### src/design/lcf_pkg.sv
// shared types and constants for the logic cell function generators
package lcf_pkg;

  // ---------------------------------------------------------------
  // table sizes
  // ---------------------------------------------------------------
  localparam int QUAD_ENTRIES = 16;   // entries in each 4-input table
  localparam int COMB_ENTRIES = 8;    // entries in the combining table

  // ---------------------------------------------------------------
  // flip-flop data source selector codes
  // ---------------------------------------------------------------
  typedef enum logic [1:0] {
    LCF_SRC_FIRST  = 2'h0,            // first quad table result
    LCF_SRC_SECOND = 2'h1,            // second quad table result
    LCF_SRC_COMB   = 2'h2,            // combining table result
    LCF_SRC_DIRECT = 2'h3             // direct data input
  } lcf_ff_src_t;

  // ---------------------------------------------------------------
  // configuration image of one logic cell
  // ---------------------------------------------------------------
  typedef struct packed {
    logic [15:0] first_tbl;           // first quad table contents
    logic [15:0] second_tbl;          // second quad table contents
    logic [7:0]  comb_tbl;            // combining table contents
    logic        idx0_from_table;     // index 0: second table, else set/reset line
    logic        idx2_from_table;     // index 2: first table, else direct data
    logic        x_from_comb;         // x output: combining table, else first
    logic        y_from_comb;         // y output: combining table, else second
    lcf_ff_src_t ffx_src;             // data source of the x flip-flop
    lcf_ff_src_t ffy_src;             // data source of the y flip-flop
    logic        ffx_set;             // x flip-flop set/reset value
    logic        ffy_set;             // y flip-flop set/reset value
  } lcf_cfg_t;

  // ---------------------------------------------------------------
  // routing inputs of one logic cell
  // ---------------------------------------------------------------
  typedef struct packed {
    logic [3:0] first_table_inputs;   // inputs of the first quad table
    logic [3:0] second_table_inputs;  // inputs of the second quad table
    logic       combining_direct_input; // dedicated combining input
    logic       set_reset_control;    // set/reset line, also combining index 0
    logic       direct_data;          // direct data, also combining index 2
    logic       clock_enable;         // storage enable, active high
  } lcf_cell_in_t;

  // ---------------------------------------------------------------
  // values after reset
  // ---------------------------------------------------------------
  localparam lcf_cfg_t CFG_RESET = '{
    first_tbl:       16'h0000,
    second_tbl:      16'h0000,
    comb_tbl:        8'h00,
    idx0_from_table: 1'b0,
    idx2_from_table: 1'b0,
    x_from_comb:     1'b0,
    y_from_comb:     1'b0,
    ffx_src:         LCF_SRC_FIRST,
    ffy_src:         LCF_SRC_SECOND,
    ffx_set:         1'b0,
    ffy_set:         1'b0
  };
  localparam logic OUT_RESET = 1'b0;  // every output after reset

endpackage : lcf_pkg

### src/design/lcf_logic_cell.sv
// function generators, steering selectors and storage of one logic cell
`timescale 1ns/1ps

module lcf_logic_cell (
  input  wire logic             clk,        // 25 MHz cell clock
  input  wire logic             arst_n,     // asynchronous reset, active low
  input  wire logic             cfg_mode,   // high while the cell is configured
  input  wire logic             cfg_load,   // load strobe for cfg_word
  input  wire lcf_pkg::lcf_cfg_t cfg_word,  // configuration image to load
  input  wire lcf_pkg::lcf_cell_in_t cell_in, // routing inputs of the cell
  output logic                  x_comb,     // x combinational result, timed
  output logic                  y_comb,     // y combinational result, timed
  output logic                  x_q,        // x flip-flop output
  output logic                  y_q,        // y flip-flop output
  output logic                  cfg_loaded  // a configuration has been loaded
);

  // ---------------------------------------------------------------
  // helpers
  // ---------------------------------------------------------------

  // table lookup shared by all three tables
  function automatic logic tbl_read(input logic [15:0] tbl, input logic [3:0] idx);
    tbl_read = tbl[idx];
  endfunction : tbl_read

  // ---------------------------------------------------------------
  // configuration memory
  // ---------------------------------------------------------------
  lcf_pkg::lcf_cfg_t cfg_reg;               // held configuration image
  logic              loaded_reg;            // configuration present

  // contents only change while the cell is in configuration mode
  // load only in configuration
  always_ff @(posedge clk or negedge arst_n)
  begin
    if (!arst_n)
    begin
      cfg_reg <= lcf_pkg::CFG_RESET;
    end
    else if (cfg_mode && cfg_load)
    begin
      cfg_reg <= cfg_word;
    end
  end

  // loaded flag, kept once set; reconfiguration leaves it set
  always_ff @(posedge clk or negedge arst_n)
  begin
    if (!arst_n)
    begin
      loaded_reg <= lcf_pkg::OUT_RESET;
    end
    else if (cfg_mode && cfg_load)
    begin
      loaded_reg <= 1'b1;
    end
  end

  // ---------------------------------------------------------------
  // function generators
  // ---------------------------------------------------------------
  logic       first_out;                    // first quad table result
  logic       second_out;                   // second quad table result
  logic       comb_idx0;                    // combining index 0
  logic       comb_idx1;                    // combining index 1
  logic       comb_idx2;                    // combining index 2
  logic [3:0] comb_addr;                    // combining table address
  logic       comb_out;                     // combining table result

  assign first_out  = tbl_read(cfg_reg.first_tbl, cell_in.first_table_inputs);
  assign second_out = tbl_read(cfg_reg.second_tbl, cell_in.second_table_inputs);

  assign comb_idx0 = cfg_reg.idx0_from_table ? second_out : cell_in.set_reset_control;
  assign comb_idx2 = cfg_reg.idx2_from_table ? first_out : cell_in.direct_data;

  assign comb_idx1 = cell_in.combining_direct_input;

  // upper address bit tied low, so the 8 entries sit in the low half
  assign comb_addr = {1'b0, comb_idx2, comb_idx1, comb_idx0};

  assign comb_out = tbl_read({8'h00, cfg_reg.comb_tbl}, comb_addr);

  // ---------------------------------------------------------------
  // output steering
  // ---------------------------------------------------------------
  logic x_sel;                              // selected x result
  logic y_sel;                              // selected y result
  logic ffx_d;                              // x flip-flop data
  logic ffy_d;                              // y flip-flop data

  assign x_sel = cfg_reg.x_from_comb ? comb_out : first_out;
  assign y_sel = cfg_reg.y_from_comb ? comb_out : second_out;

  // four-way data source selector, shared by both flops
  function automatic logic ff_pick(input lcf_pkg::lcf_ff_src_t src,
                                   input logic f, input logic g,
                                   input logic h, input logic d);
    unique case (src)
      lcf_pkg::LCF_SRC_FIRST:  ff_pick = f;
      lcf_pkg::LCF_SRC_SECOND: ff_pick = g;
      lcf_pkg::LCF_SRC_COMB:   ff_pick = h;
      lcf_pkg::LCF_SRC_DIRECT: ff_pick = d;
    endcase
  endfunction : ff_pick

  assign ffx_d = ff_pick(cfg_reg.ffx_src, first_out, second_out, comb_out,
                         cell_in.direct_data);
  assign ffy_d = ff_pick(cfg_reg.ffy_src, first_out, second_out, comb_out,
                         cell_in.direct_data);

  // ---------------------------------------------------------------
  // combinational output timing
  // ---------------------------------------------------------------

  // the two unregistered results are retimed so top outputs leave a flop;
  // this adds one cycle of latency but keeps the cell boundary clean
  always_ff @(posedge clk or negedge arst_n)
  begin
    if (!arst_n)
    begin
      x_comb <= lcf_pkg::OUT_RESET;
      y_comb <= lcf_pkg::OUT_RESET;
    end
    else
    begin
      x_comb <= x_sel;
      y_comb <= y_sel;
    end
  end

  // ---------------------------------------------------------------
  // storage flip-flops
  // ---------------------------------------------------------------

  // two storage flip-flops
  // set/reset wins over enable; taken at the clock edge in this one-clock build
  always_ff @(posedge clk or negedge arst_n)
  begin
    if (!arst_n)
    begin
      x_q <= lcf_pkg::OUT_RESET;
      y_q <= lcf_pkg::OUT_RESET;
    end
    else if (cell_in.set_reset_control)
    begin
      x_q <= cfg_reg.ffx_set;
      y_q <= cfg_reg.ffy_set;
    end
    else if (cell_in.clock_enable)
    begin
      x_q <= ffx_d;
      y_q <= ffy_d;
    end
  end

  assign cfg_loaded = loaded_reg;
endmodule : lcf_logic_cell

### config.mk
export PLATFORM = sky130hd
export DESIGN_NAME = lcf_logic_cell
export DESIGN_NICKNAME = d
export VERILOG_FILES = /design/src/design/lcf_pkg.sv /design/src/design/lcf_logic_cell.sv
export SDC_FILE = /design/constraint.sdc
export NUM_CORES = 1
export LEC_CHECK = 0
export BUFFER_PORTS_ARGS = -buffer_cell sky130_fd_sc_hd__buf_2
export CORE_MARGIN = 3
export CORE_UTILIZATION = 52
export CTS_BUF_LIST = sky130_fd_sc_hd__clkbuf_8 sky130_fd_sc_hd__clkbuf_16
export CTS_CLUSTER_DIAMETER = 30
export DETAILED_ROUTE_END_ITERATION = 8
export PLACE_DENSITY = 0.83
export SLEW_MARGIN = 30
export SYNTH_ARGS = -nofsm -noshare
export SYNTH_HDL_FRONTEND = slang
export SYNTH_SLANG_ARGS = --single-unit
### constraint.sdc
create_clock -name clk -period 3.2 [get_ports clk]
set_input_delay 0.64 -clock clk [delete_from_list [all_inputs] [get_ports clk]]
set_output_delay 0.64 -clock clk [all_outputs]
set_load 0.05 [all_outputs]
* Word level (Yosys, flattened, before mapping)
Cells that the tools add are included. Widths: inputs -> output; s select.
Operators by class: equal/unequal tests 6, reductions and logical operators 4, $lt $le $gt $ge 3, muxes and demuxes 16
Operators by type and width (number):
- $mux 1 | 11
- $lt 4x5->1 const B | 2
- $bmux 1 s4 | 2
- $eq 2x2->1 const B | 4
- $pmux 1 s4 | 2
- $lt 3x5->1 const B | 1
- $eq 2x1->1 const B | 2
- $logic_not 2->1 | 2
- $bmux 1 s3 | 1
- $reduce_bool 2->1 | 1
- $logic_and 1x1->1 | 1
Word-level totals: bits in registers 55, output and inout port bits 5, word-level logic and storage cells 45, input port bits 66

* Depth between registers and ports, before layout
Gate-level depths: netlist (run 1).
depth in word-level cells 8, gate-level depth with buffers 8, gate-level depth less buffers 7

* Worst setup path after synthesis (run 1)
Ideal clock, no wire load.
path kind input -> register, from in cell_in[5] (netlist bit), to reg x_q, cell stages on the path 6, slack 0.807 ns, arrival time 2.269 ns, required time 3.076 ns, library setup time 0.124 ns, path buffers 0, cell sequence mux4_2 -> mux2i_1 -> mux2i_4 -> mux2i_2 -> mux4_2 -> o31a_1
Between the ends: longest elaborated chain between the ends 8
RTL lines:
- start, declared | RTL line lcf_logic_cell.sv:10 | input wire lcf_pkg::lcf_cell_in_t cell_in,
- $bmux 1 s4 (*) | RTL line lcf_logic_cell.sv:24 | tbl_read = tbl[idx];
- $mux 1 (not written as such) (*) | RTL line lcf_logic_cell.sv:24
- $mux 1 | RTL line lcf_logic_cell.sv:74 | assign comb_idx0 = cfg_reg.idx0_from_table ? second_out : cell_in.set_reset_control;
- $bmux 1 s3 | RTL line lcf_logic_cell.sv:24
- $mux 1 (not written as such) | RTL line lcf_logic_cell.sv:24
- $pmux 1 s4 (*) | RTL line lcf_logic_cell.sv:99 | unique case (src)
- $mux 1 (*) | RTL line lcf_logic_cell.sv:150 | else if (cell_in.clock_enable)
- $mux 1 (*) | RTL line lcf_logic_cell.sv:145 | else if (cell_in.set_reset_control)
- end signal, assigned | RTL line lcf_logic_cell.sv:142 | x_q <= lcf_pkg::OUT_RESET;
- end signal, assigned | RTL line lcf_logic_cell.sv:147 | x_q <= cfg_reg.ffx_set;
- end, declared | RTL line lcf_logic_cell.sv:13 | output logic x_q,
Mark *: on every way between the ends. The rest lies on a longest branch, timed or not. The select of a mux whose other input is x is not followed. A chain may end at the register's enable or synchronous reset.

* Worst setup path after layout (run 1)
from in cell_in[5] (netlist bit), to reg y_q
Between the ends: longest elaborated chain between the ends 8
RTL lines:
- $bmux 1 s4 (*) | RTL line lcf_logic_cell.sv:24
- $mux 1 (not written as such) (*) | RTL line lcf_logic_cell.sv:24
- $mux 1 | RTL line lcf_logic_cell.sv:74
- $bmux 1 s3 | RTL line lcf_logic_cell.sv:24
- $mux 1 (not written as such) | RTL line lcf_logic_cell.sv:24
- $pmux 1 s4 (*) | RTL line lcf_logic_cell.sv:99
- $mux 1 (*) | RTL line lcf_logic_cell.sv:150
- $mux 1 (*) | RTL line lcf_logic_cell.sv:145
- end signal, assigned | RTL line lcf_logic_cell.sv:143 | y_q <= lcf_pkg::OUT_RESET;
- end signal, assigned | RTL line lcf_logic_cell.sv:148 | y_q <= cfg_reg.ffy_set;
- end signal, assigned | RTL line lcf_logic_cell.sv:153 | y_q <= ffy_d;
- end, declared | RTL line lcf_logic_cell.sv:14 | output logic y_q,
Marks and branches as above.

==> flow_summary_export.csv, run 1 <==
group,metric,value,unit
run_status,status,"complete, no violations",
timing,finClkSkew,6.490,ps
routing,wire_per_inst,15.44,um
routing,vias,1608,
cells_and_area,largest_register_ffs,50,
yosys,synth-simple-area-share,2.064,%
worst_hold_path,kind_of_path_behind_the_tightest_hold_check,"input port to asynchronous set/reset pin",
timing,fraction_of_the_cycle_the_final_worst_path_needs,73.89,%
die,io_pins,71,
routing,route.detailed.drc,0,
run,max_cap_violations,0,
yosys,ys_ff_latch,55,
placement,placed_cells,290,
cells_and_area,multi_input_area,1090,um2
timing,worst-slew-pin-transition,658.0,ps
routing,routed_via_density,5.396,
cts,postCtsSetupRepairBufs,0,
placement,dp.final_hpwl,3612,um
cells_and_area,instances_no_fill,298,
cts,cts-buffers-inserted,5,
cts,clk-insertion-delay-late,300,ps
cts,cts_hold_buffers,0,
worst_setup_path,cp_data_required_time,3440,ps
yosys,yosys.area_share.adder,0,%
placement,buffers_added_on_ports,70,
yosys,synth-compound-area-share,3.047,%
yosys,part_of_the_yosys_area_used_for_sequential_elements,54.10,%
yosys,muxShareOfSynthArea,37.59,%
die,fp-row-count,24,
worst_setup_path,crit_path_start_kind,"input port",
cells_and_area,num-nets-final,298,
timing,finalSetupTns,0,ps
power,static-leakage-power,1.426,nW
global_route,number_of_antenna_violations_at_the_first_check_in_global_routing,0,
routing,ant_nets,0,
cts,cts_htree_levels,2,
routing,detail_route.first_pass.iterations,4,
cts,cts.sinks,55,
cts,path_clk_slew,90,ps
cts,ctsResizeCount,0,
yosys,synth_top_area_share,53.07,%
yosys,syn_avg_cell_area,16.01,um2
power,vdd_drop_max,0.3751,mV
global_route,grt_pass1_vias,1647,
worst_setup_path,worst-setup-path-type,"input port to flop",
timing,worst_slack,835.7,ps
timing,max-slew-margin-rel,56.13,%
timing,final_max_slew_viol_count,0,
yosys,netlist-cell-type-count,24,
yosys,synth_largest_area_cell,"sky130_fd_sc_hd__dfrtp_1",
yosys,synth.area.top_cells,"sky130_fd_sc_hd__dfrtp_1, sky130_fd_sc_hd__mux2_1, sky130_fd_sc_hd__mux4_2, sky130_fd_sc_hd__mux4_1, sky130_fd_sc_hd__mux2i_1",
global_route,global_route.overflow_total,0,
worst_setup_path,worst-endpoint-arrival,2610,ps
cells_and_area,layout.cells.most_common,"sky130_fd_sc_hd__buf_2",
global_route,largest_net_degree_at_the_start_of_global_routing,56,
global_route,track_usage,16.94,%
cells_and_area,most-common-layout-cells,"sky130_fd_sc_hd__buf_2, sky130_fd_sc_hd__dfrtp_1, sky130_fd_sc_hd__mux2_1",
die,die-width,75.98,um
cts,clock_path_buffers,2,
global_route,grt_first_pass_wirelength,7852,um
cells_and_area,layout_cells_sized_above_1,40.34,%
die,chipHeight,75.98,um
placement,place_ws,520.7,ps
timing,min_period,2364,ps
yosys,post_synth_inst_count,159,
cells_and_area,layout.area.seq,1378,um2
timing,finalSetupViolCount,0,
yosys,synth_xor_xnor_area_share,0,%
cts,clock-root-buffer,"sky130_fd_sc_hd__clkbuf_8",
placement,gpl.final_weighted_congestion,0.8156,
die,die_area,5772,um2
worst_setup_path,setup.worst_path.end_class,"flop",
die,starting_utilization_of_the_core_area,56.15,%
yosys,synth_area,2546,um2
timing,hold_viol_final,0,
power,report.power.total,0.001648,W
timing,max_freq,422.9,MHz
die,design.core.area,4534,um2
cells_and_area,nFillCells,344,
routing,routed_wl,4600,um
power,pwr_density_cell,534.6,nW/um2
yosys,synth-warning-count,0,
cts,cts_tree,"done",
timing,setup_repair_after_global_routing_missed_its_margin,"no",
routing,drt_iter0_markers,51,
yosys,largest_family_of_logic_cells_by_synthesized_area,"multiplexers",
yosys,syn_nets,225,
cells_and_area,syn2layout_area_growth,21.03,%
worst_setup_path,largest_fanout_on_the_critical_path,4,
cells_and_area,insertedDiodeCount,0,
==> path summary, 6_finish.rpt <==
path                             start  cells past startpoint  slack [ps]           to
max                         cell_in[5]                      8         840          y_q
min                             arst_n                      2         460  cfg_reg[15]
max reg2reg                cfg_reg[32]                      7         950          y_q
min reg2reg                 cfg_loaded                      1         470   cfg_loaded
max in group asynchronous       arst_n                      2        2310  cfg_reg[42]
min in group clk            cfg_loaded                      1         470   cfg_loaded
==> synthesized netlist by cell type, drive strengths merged <==
master and instances:
a32oi 2, a21oi 2, nor2 3, nor3 2
nand2 1, dfrtp 54, inv 6, mux2 51
nand3b 2, dfstp 1, a211o 2, nand2b 2
mux2i 10, buf 6, mux4 11, o31a 2
a22oi 2
==> critical path, stage by stage <==
cell                      delay, ps
sky130_fd_sc_hd__buf_2          130
sky130_fd_sc_hd__mux4_2         500
sky130_fd_sc_hd__mux2i_1        240
sky130_fd_sc_hd__mux2i_4        120
sky130_fd_sc_hd__mux2i_2        240
sky130_fd_sc_hd__mux4_2         360
sky130_fd_sc_hd__a32oi_1        210
sky130_fd_sc_hd__o31a_1         170
==> logic make-up after synthesis <==
| kind of cell | count (synthesis) |
|---|---|
| muxes | 72 |
| and+or+nand+nor | 10 |
| DFF | 55 |
| AOI/OAI and AO/OA | 10 |
| buffers and inverters | 12 |
==> through the flow <==
stage / hold slack, ps / area [um2] / util, %
3_3_place_gp: 450.9 / 2982 / 65.76
4_1_cts: 473.0 / 3082 / 67.96
3_5_place_dp: 447.8 / 2982 / 65.76
6_report: 455.7 / 3082 / 67.96
5_1_grt: 500.9 / 3082 / 67.96
2_1_floorplan: 344.4 / 2546 / -
==> routing by layer <==
layer | up-vias | wire [um] | GRT usage, %
li1 | 749 | - | -
met1 | 805 | 2031 | 23.32
met2 | 48 | 2250 | 26.51
met3 | 6 | 268 | 4.728
met4 | 0 | 48 | 5.072
met5 | - | 0 | 0
==> cell type report <==
cell class | instances | share of cell area (%)
clock buffer | 7 | 3.126
clock inverter | 1 | 0.1218
inverter | 6 | 1.786
multi-input combinational | 92 | 35.36
sequential | 55 | 44.70
tap | 65 | 2.639
timing repair buffer | 72 | 12.26
==> power by group <==
part	switching, W	internal, W	leakage, nW
logic	0.000185	0.000189	0.729
clock network	0.000208	0.000195	0.0557
registers	0.0000660	0.000804	0.642
total	0.000460	0.00119	1.43
(Power assumes the default switching activity.)
==> inputs of run 2 (changes only) <==
==> constraint.sdc (replaced) <==
create_clock -name clk -period 2.3 [get_ports clk]
set_input_delay 0.46 -clock clk [delete_from_list [all_inputs] [get_ports clk]]
set_output_delay 0.46 -clock clk [all_outputs]
set_load 0.05 [all_outputs]
==> run 2 against run 1 <==
Effect of this change:
- power grew 39%
- register-to-register slack lost 820 ps
- combinational power grew 50%
- design area grew 1.9%
- worst hold slack lost 320 ps
- clock-buffer cell count shrank 2
==> flow_summary_export.csv, run 2 (same netlist as run 1, synthesis figures left out) <==
group,metric,value,unit
run_status,status,"complete, no violations",
routing,routed_wl,4738,um
die,fp-row-count,24,
cts,cts.sinks,55,
cells_and_area,layout_cells_sized_above_1,42.44,%
cts,cts-buffers-inserted,5,
cts,cts_hold_buffers,0,
timing,final_max_slew_viol_count,0,
timing,finClkSkew,9.379,ps
die,die_area,5772,um2
cts,cts_htree_levels,2,
timing,fraction_of_the_cycle_the_final_worst_path_needs,94.51,%
power,p_seq_share,52.9,%
worst_setup_path,setup.worst_path.end_class,"flop",
cells_and_area,layout.cells.most_common,"sky130_fd_sc_hd__buf_2",
global_route,number_of_antenna_violations_at_the_first_check_in_global_routing,0,
global_route,grt_first_pass_wirelength,8100,um
worst_setup_path,worst-endpoint-arrival,2370,ps
timing,max-slew-margin-rel,62.14,%
timing,hold_viol_final,0,
cts,clk-insertion-delay-late,310,ps
global_route,grt_pass1_vias,1715,
power,combinationalPowerShare,24.7,%
routing,ant_nets,0,
die,die-width,75.98,um
worst_hold_path,kind_of_path_behind_the_tightest_hold_check,"input port to asynchronous set/reset pin",
timing,worst-slew-pin-transition,567.9,ps
routing,detail_route.first_pass.iterations,4,
timing,max_freq,460.0,MHz
cts,path_clk_slew,100,ps
worst_setup_path,reg2reg_slack,130,ps
cells_and_area,insertedDiodeCount,0,
routing,routed_via_density,5.205,
global_route,largest_net_degree_at_the_start_of_global_routing,52,
routing,wire_per_inst,15.64,um
power,cellInternalPower,0.001619,W
timing,worst_slack,126.3,ps
timing,setup_repair_after_global_routing_missed_its_margin,"no",
power,vdd_drop_max,0.3578,mV
routing,vias,1577,
die,io_pins,71,
placement,placed_cells,295,
power,power.share.switching,29.12,%
global_route,track_usage,17.62,%
worst_setup_path,reg2reg_from,"cfg_reg[32]",
die,design.core.area,4534,um2
worst_setup_path,setup.worst_path.start,"cfg_reg[32]",
placement,buffers_added_on_ports,70,
placement,place_ws,-250.6,ps
cts,cts_tree,"done",
cts,clock_path_buffers,2,
die,starting_utilization_of_the_core_area,56.15,%
worst_setup_path,largest_fanout_on_the_critical_path,3,
placement,gpl.final_weighted_congestion,0.8130,
worst_setup_path,worst-setup-path-type,"flop to flop",
worst_setup_path,crit_path_start_kind,"flop",
placement,dp.final_hpwl,3665,um
power,clockPowerShare,22.5,%
routing,route.detailed.drc,0,
power,static-leakage-power,1.443,nW
routing,drt_iter0_markers,38,
global_route,global_route.overflow_total,0,
cells_and_area,most-common-layout-cells,"sky130_fd_sc_hd__buf_2, sky130_fd_sc_hd__dfrtp_1, sky130_fd_sc_hd__mux2_1",
cells_and_area,num-nets-final,303,
cts,clock-root-buffer,"sky130_fd_sc_hd__clkbuf_8",
timing,finalSetupViolCount,0,
cells_and_area,instances_no_fill,303,
worst_setup_path,depth_of_the_worst_register_to_register_path,7,
power,netSwitchingPower,0.0006649,W
die,chipHeight,75.98,um
worst_setup_path,cp_data_required_time,2490,ps
cells_and_area,syn2layout_area_growth,23.39,%
timing,min_period,2174,ps
cells_and_area,largest_register_ffs,50,
power,pwr_density_cell,726.8,nW/um2
run,max_cap_violations,0,
worst_setup_path,reg2reg_to,"y_comb",
run 2: changes by cell type in the layout (fill, tap and decap cells not counted), sizes merged:
cell      delta
clkinvlp     +1
clkbuf       -2
buf          +5
clkinv       +1
run 2: layout make-up:
class | count | area [um2]
fillers | 341 | 1393
flip-flops and latches | 55 | 1378
multi-input cells | 92 | 1115
repair buffers | 77 | 427.9
well taps | 65 | 81.33
clock buffers | 5 | 68.82
inverters | 6 | 55.05
clock inverters | 3 | 16.27
run 2: worst max-delay path by stage:
stage | to | cells past startpoint
4_1_cts | y_comb | 7
3_3_place_gp | x_comb | 8
5_1_grt | x_q | 7
3_5_place_dp | y_comb | 8
2_1_floorplan | x_q | 6
6_report | y_comb | 7
run 2: power by group through the flow:
stage | clock network (W) | logic, W | registers (W)
after floorplan | 0 | 0.000307 | 0.00127
after global placement | 0 | 0.000531 | 0.00122
after detailed placement | 0 | 0.000548 | 0.00123
after CTS | 0.000532 | 0.000553 | 0.00121
after global routing | 0.000572 | 0.000613 | 0.00123
final | 0.000514 | 0.000563 | 0.00121
run 2: stage by stage:
stage          utilization [%]  total power [W]  instance area (um2)  hold slack, ps  TNS (ps)
2_1_floorplan                -         0.001576                 2546           164.4         0
3_3_place_gp             66.86         0.001754                 3032           446.6    -467.2
3_5_place_dp             66.86         0.001777                 3032           450.7    -839.1
4_1_cts                  68.82         0.002294                 3120           151.8         0
5_1_grt                  69.29         0.002412                 3142           171.8         0
6_report                 69.29         0.002284                 3142           137.2         0
run 2: worst max-delay path, cell delays in order (launching register included):
cell and delay (ps):
sky130_fd_sc_hd__dfrtp_1 400, sky130_fd_sc_hd__mux4_2 500, sky130_fd_sc_hd__mux2i_4 180, sky130_fd_sc_hd__mux2i_4 100, sky130_fd_sc_hd__mux2i_4 180, sky130_fd_sc_hd__mux4_2 360
sky130_fd_sc_hd__mux2i_2 220, sky130_fd_sc_hd__a21oi_1 110
run 2: routing by layer:
metal  vias to the layer above  wire, um  GRT usage, %
met3                         6       287         4.019
met2                        53      2241         28.99
met1                       768      2141         23.48
li1                        750         -             -
met4                         0        67         5.435
met5                         -         0             0
run 2: what timing repair did:
action	in CTS	in global routing
endpoints found under the setup margin	2	4
cloned	0	0
gates resized for setup	1	3
buffers inserted	0	0
==> inputs of run 3 (changes only) <==
--- a/config.mk
+++ b/config.mk
@@ -5,13 +5,14 @@
 export SDC_FILE = /design/constraint.sdc
 export NUM_CORES = 1
 export LEC_CHECK = 0
+export ABC_AREA = 1
 export BUFFER_PORTS_ARGS = -buffer_cell sky130_fd_sc_hd__buf_2
 export CORE_MARGIN = 3
 export CORE_UTILIZATION = 52
-export CTS_BUF_LIST = sky130_fd_sc_hd__clkbuf_8 sky130_fd_sc_hd__clkbuf_16
+export CTS_BUF_LIST = sky130_fd_sc_hd__clkbuf_8
 export CTS_CLUSTER_DIAMETER = 30
 export DETAILED_ROUTE_END_ITERATION = 8
-export PLACE_DENSITY = 0.83
+export PLACE_DENSITY = 0.82
 export SLEW_MARGIN = 30
 export SYNTH_ARGS = -nofsm -noshare
 export SYNTH_HDL_FRONTEND = slang
==> run 3 against run 2 <==
Effect of this change:
- synthesized area increased by 3.5%
- setup slack better by 430 ps
- register-to-register slack improved by 480 ps
- sequential cell count stayed put
- worst hold slack improved by 29 ps
- non-clock buffer count down 3
- critical endpoint is now y_q
- largest cell class unchanged
- largest power group unchanged
==> flow_summary_export.csv, run 3 <==
group,metric,value,unit
cts,cts_hold_buffers,0,
global_route,grt_pass1_vias,2219,
timing,finClkSkew,6.605,ps
routing,wire_per_inst,12.92,um
yosys,synth_edf_count,0,
worst_setup_path,worst-setup-path-type,"input port to flop",
die,io_pins,71,
die,starting_utilization_of_the_core_area,54.73,%
cells_and_area,layout_cells_sized_above_1,30.87,%
cells_and_area,post-route-cell-area,3138,um2
die,design.core.area,4817,um2
yosys,netlist-cell-type-count,24,
worst_setup_path,cp_data_required_time,2510,ps
cts,clock_path_buffers,2,
yosys,part_of_the_yosys_area_used_for_sequential_elements,52.25,%
timing,worst-slew-pin-transition,646.8,ps
cells_and_area,insertedDiodeCount,0,
timing,max_freq,574.2,MHz
cts,clock-root-buffer,"sky130_fd_sc_hd__clkbuf_8",
placement,gpl.final_weighted_congestion,0.8443,
yosys,synth_largest_area_cell,"sky130_fd_sc_hd__dfrtp_1",
yosys,post_synth_most_frequent_cells,"sky130_fd_sc_hd__dfrtp_1, sky130_fd_sc_hd__inv_1, sky130_fd_sc_hd__a21oi_1, sky130_fd_sc_hd__nor2_1, sky130_fd_sc_hd__nand2_1",
routing,routed_wl,5593,um
cells_and_area,multi_input_area,1036,um2
timing,setup_repair_after_global_routing_missed_its_margin,"no",
yosys,synth-warning-count,0,
routing,drt_iter0_markers,132,
worst_setup_path,setup.worst_path.end_class,"flop",
yosys,syn_avg_cell_area,8.906,um2
die,die_area,5960,um2
timing,finalSetupViolCount,0,
cells_and_area,most-common-layout-cells,"sky130_fd_sc_hd__buf_2, sky130_fd_sc_hd__dfrtp_1, sky130_fd_sc_hd__inv_1",
power,static-leakage-power,1.650,nW
cells_and_area,largest_register_ffs,50,
run_status,status,"complete, no violations",
die,die-width,77.20,um
power,report.power.total,0.002169,W
yosys,synth.area.top_cells,"sky130_fd_sc_hd__dfrtp_1, sky130_fd_sc_hd__mux2_2, sky130_fd_sc_hd__a21oi_1, sky130_fd_sc_hd__inv_1, sky130_fd_sc_hd__nand3_1",
timing,final_max_slew_viol_count,0,
cells_and_area,layout.area.seq,1378,um2
yosys,post_synth_inst_count,296,
global_route,track_usage,19.56,%
cells_and_area,nFillCells,445,
timing,hold-worst-slack,166.6,ps
yosys,synth_top_area_share,51.26,%
cells_and_area,layout.cells.most_common,"sky130_fd_sc_hd__buf_2",
timing,min_period,1742,ps
global_route,number_of_antenna_violations_at_the_first_check_in_global_routing,0,
cts,ctsResizeCount,0,
timing,finalSetupTns,0,ps
yosys,syn_nets,362,
routing,ant_nets,0,
placement,dp.final_hpwl,4236,um
timing,fraction_of_the_cycle_the_final_worst_path_needs,75.72,%
placement,detailed_place.area,3057,um2
cts,path_clk_slew,100,ps
cells_and_area,num-nets-final,431,
cts,postCtsSetupRepairBufs,0,
worst_hold_path,kind_of_path_behind_the_tightest_hold_check,"input port to asynchronous set/reset pin",
cts,cts_tree,"done",
timing,max-slew-margin-rel,56.88,%
cts,cts-buffers-inserted,5,
yosys,ys_ff_latch,55,
power,pwr_density_cell,691.3,nW/um2
worst_setup_path,crit_path_start_kind,"input port",
worst_setup_path,worst-endpoint-arrival,1950,ps
global_route,largest_net_degree_at_the_start_of_global_routing,41,
power,vdd_drop_max,0.5487,mV
die,fp-row-count,25,
global_route,grt_first_pass_wirelength,9384,um
global_route,global_route.overflow_total,0,
cts,clk-insertion-delay-late,310,ps
yosys,leading_cell_type_by_number_of_instances_after_synthesis,"sky130_fd_sc_hd__dfrtp_1",
cells_and_area,syn2layout_area_growth,19.03,%
die,chipHeight,77.20,um
worst_setup_path,largest_fanout_on_the_critical_path,11,
timing,hold_viol_final,0,
routing,routed_via_density,5.141,
yosys,asyncSetResetFlopFracSynth,100.0,%
yosys,synth_area,2636,um2
routing,route.detailed.drc,0,
run,max_cap_violations,0,
cts,cts.sinks,55,
cts,cts_htree_levels,2,
routing,vias,2226,
yosys,ys.flop_type,"sky130_fd_sc_hd__dfrtp_1",
placement,buffers_added_on_ports,70,
routing,detail_route.first_pass.iterations,4,
run 3: cell types whose count changed after synthesis, moves of 7 or more:
cell	before	now
sky130_fd_sc_hd__a21oi_1	2	38
sky130_fd_sc_hd__inv_1	4	41
sky130_fd_sc_hd__mux2_1	49	0
sky130_fd_sc_hd__mux2_2	1	18
sky130_fd_sc_hd__mux2i_1	8	0
sky130_fd_sc_hd__mux4_2	7	0
sky130_fd_sc_hd__nand2_1	1	34
sky130_fd_sc_hd__nand3_1	0	29
sky130_fd_sc_hd__nor2_1	3	38
run 3: area by class of cell:
| class | instances | area share, % |
|---|---|---|
| well taps | 67 | 2.671 |
| clock buffers | 5 | 2.193 |
| clock inverters | 3 | 0.3987 |
| flip-flops and latches | 55 | 43.90 |
| inverters | 41 | 4.904 |
| repair buffers | 74 | 12.92 |
| multi-input cells | 188 | 33.01 |
run 3: worst paths after layout:
| check | startpoint | endpoint | slack [ps] | cells after the start |
|---|---|---|---|---|
| worst min register to register | cfg_loaded | cfg_loaded | 470 | 2 |
| worst min-delay path | arst_n | cfg_reg[42] | 170 | 1 |
| max in group asynchronous | arst_n | cfg_reg[26] | 1560 | 2 |
| worst max register to register | cfg_reg[21] | y_q | 610 | 13 |
| min in group clk | cfg_word[2] | cfg_reg[2] | 370 | 3 |
| worst max-delay path | cell_in[4] | y_q | 560 | 14 |
run 3: power breakdown:
| group | total, W | switching, W | internal [W] |
|---|---|---|---|
| logic | 0.000505 | 0.000304 | 0.000201 |
| clock network | 0.000508 | 0.000302 | 0.000206 |
| registers | 0.00116 | 0.0000574 | 0.00110 |
| total | 0.00217 | 0.000664 | 0.00151 |
run 3: cells by family (layout without fill, tap and decap cells):
kind of cell / Yosys count / in the layout / synth area share (%)
and+or+nand+nor: 112 / 112 / 19.17
AOI/OAI and AO/OA: 58 / 58 / 12.34
DFF: 55 / 55 / 52.25
buffers and inverters: 53 / 123 / 8.543
muxes: 18 / 18 / 7.688
run 3: stage by stage:
step | setup WS, ps | utilization [%] | instances
after floorplan | 647.1 | - | 296
after global placement | 386.1 | 63.45 | 425
after detailed placement | 311.4 | 63.45 | 425
after CTS | 583.4 | 65.14 | 433
after global routing | 409.6 | 65.14 | 433
final | 558.5 | 65.14 | 433
run 3: routing by layer:
metal / vias up / GRT usage (%) / routed length [um]
met5: - / 0 / 0
met4: 0 / 6.584 / 76
met3: 6 / 4.930 / 373
met2: 68 / 33.51 / 2805
met1: 1049 / 24.03 / 2337
li1: 1103 / - / -
run 3: critical path: stages:
cell	delay [ps]
sky130_fd_sc_hd__buf_2	180
sky130_fd_sc_hd__inv_1	140
sky130_fd_sc_hd__nand2_1	80
sky130_fd_sc_hd__nand3_1	70
sky130_fd_sc_hd__nand3_1	100
sky130_fd_sc_hd__nand3_2	90
sky130_fd_sc_hd__nand3_1	150
sky130_fd_sc_hd__nand3_1	90
sky130_fd_sc_hd__nand3_1	110
sky130_fd_sc_hd__nand3_2	120
sky130_fd_sc_hd__nand3_1	120
sky130_fd_sc_hd__nand3_1	100
sky130_fd_sc_hd__nand2_1	80
sky130_fd_sc_hd__nand2_1	50
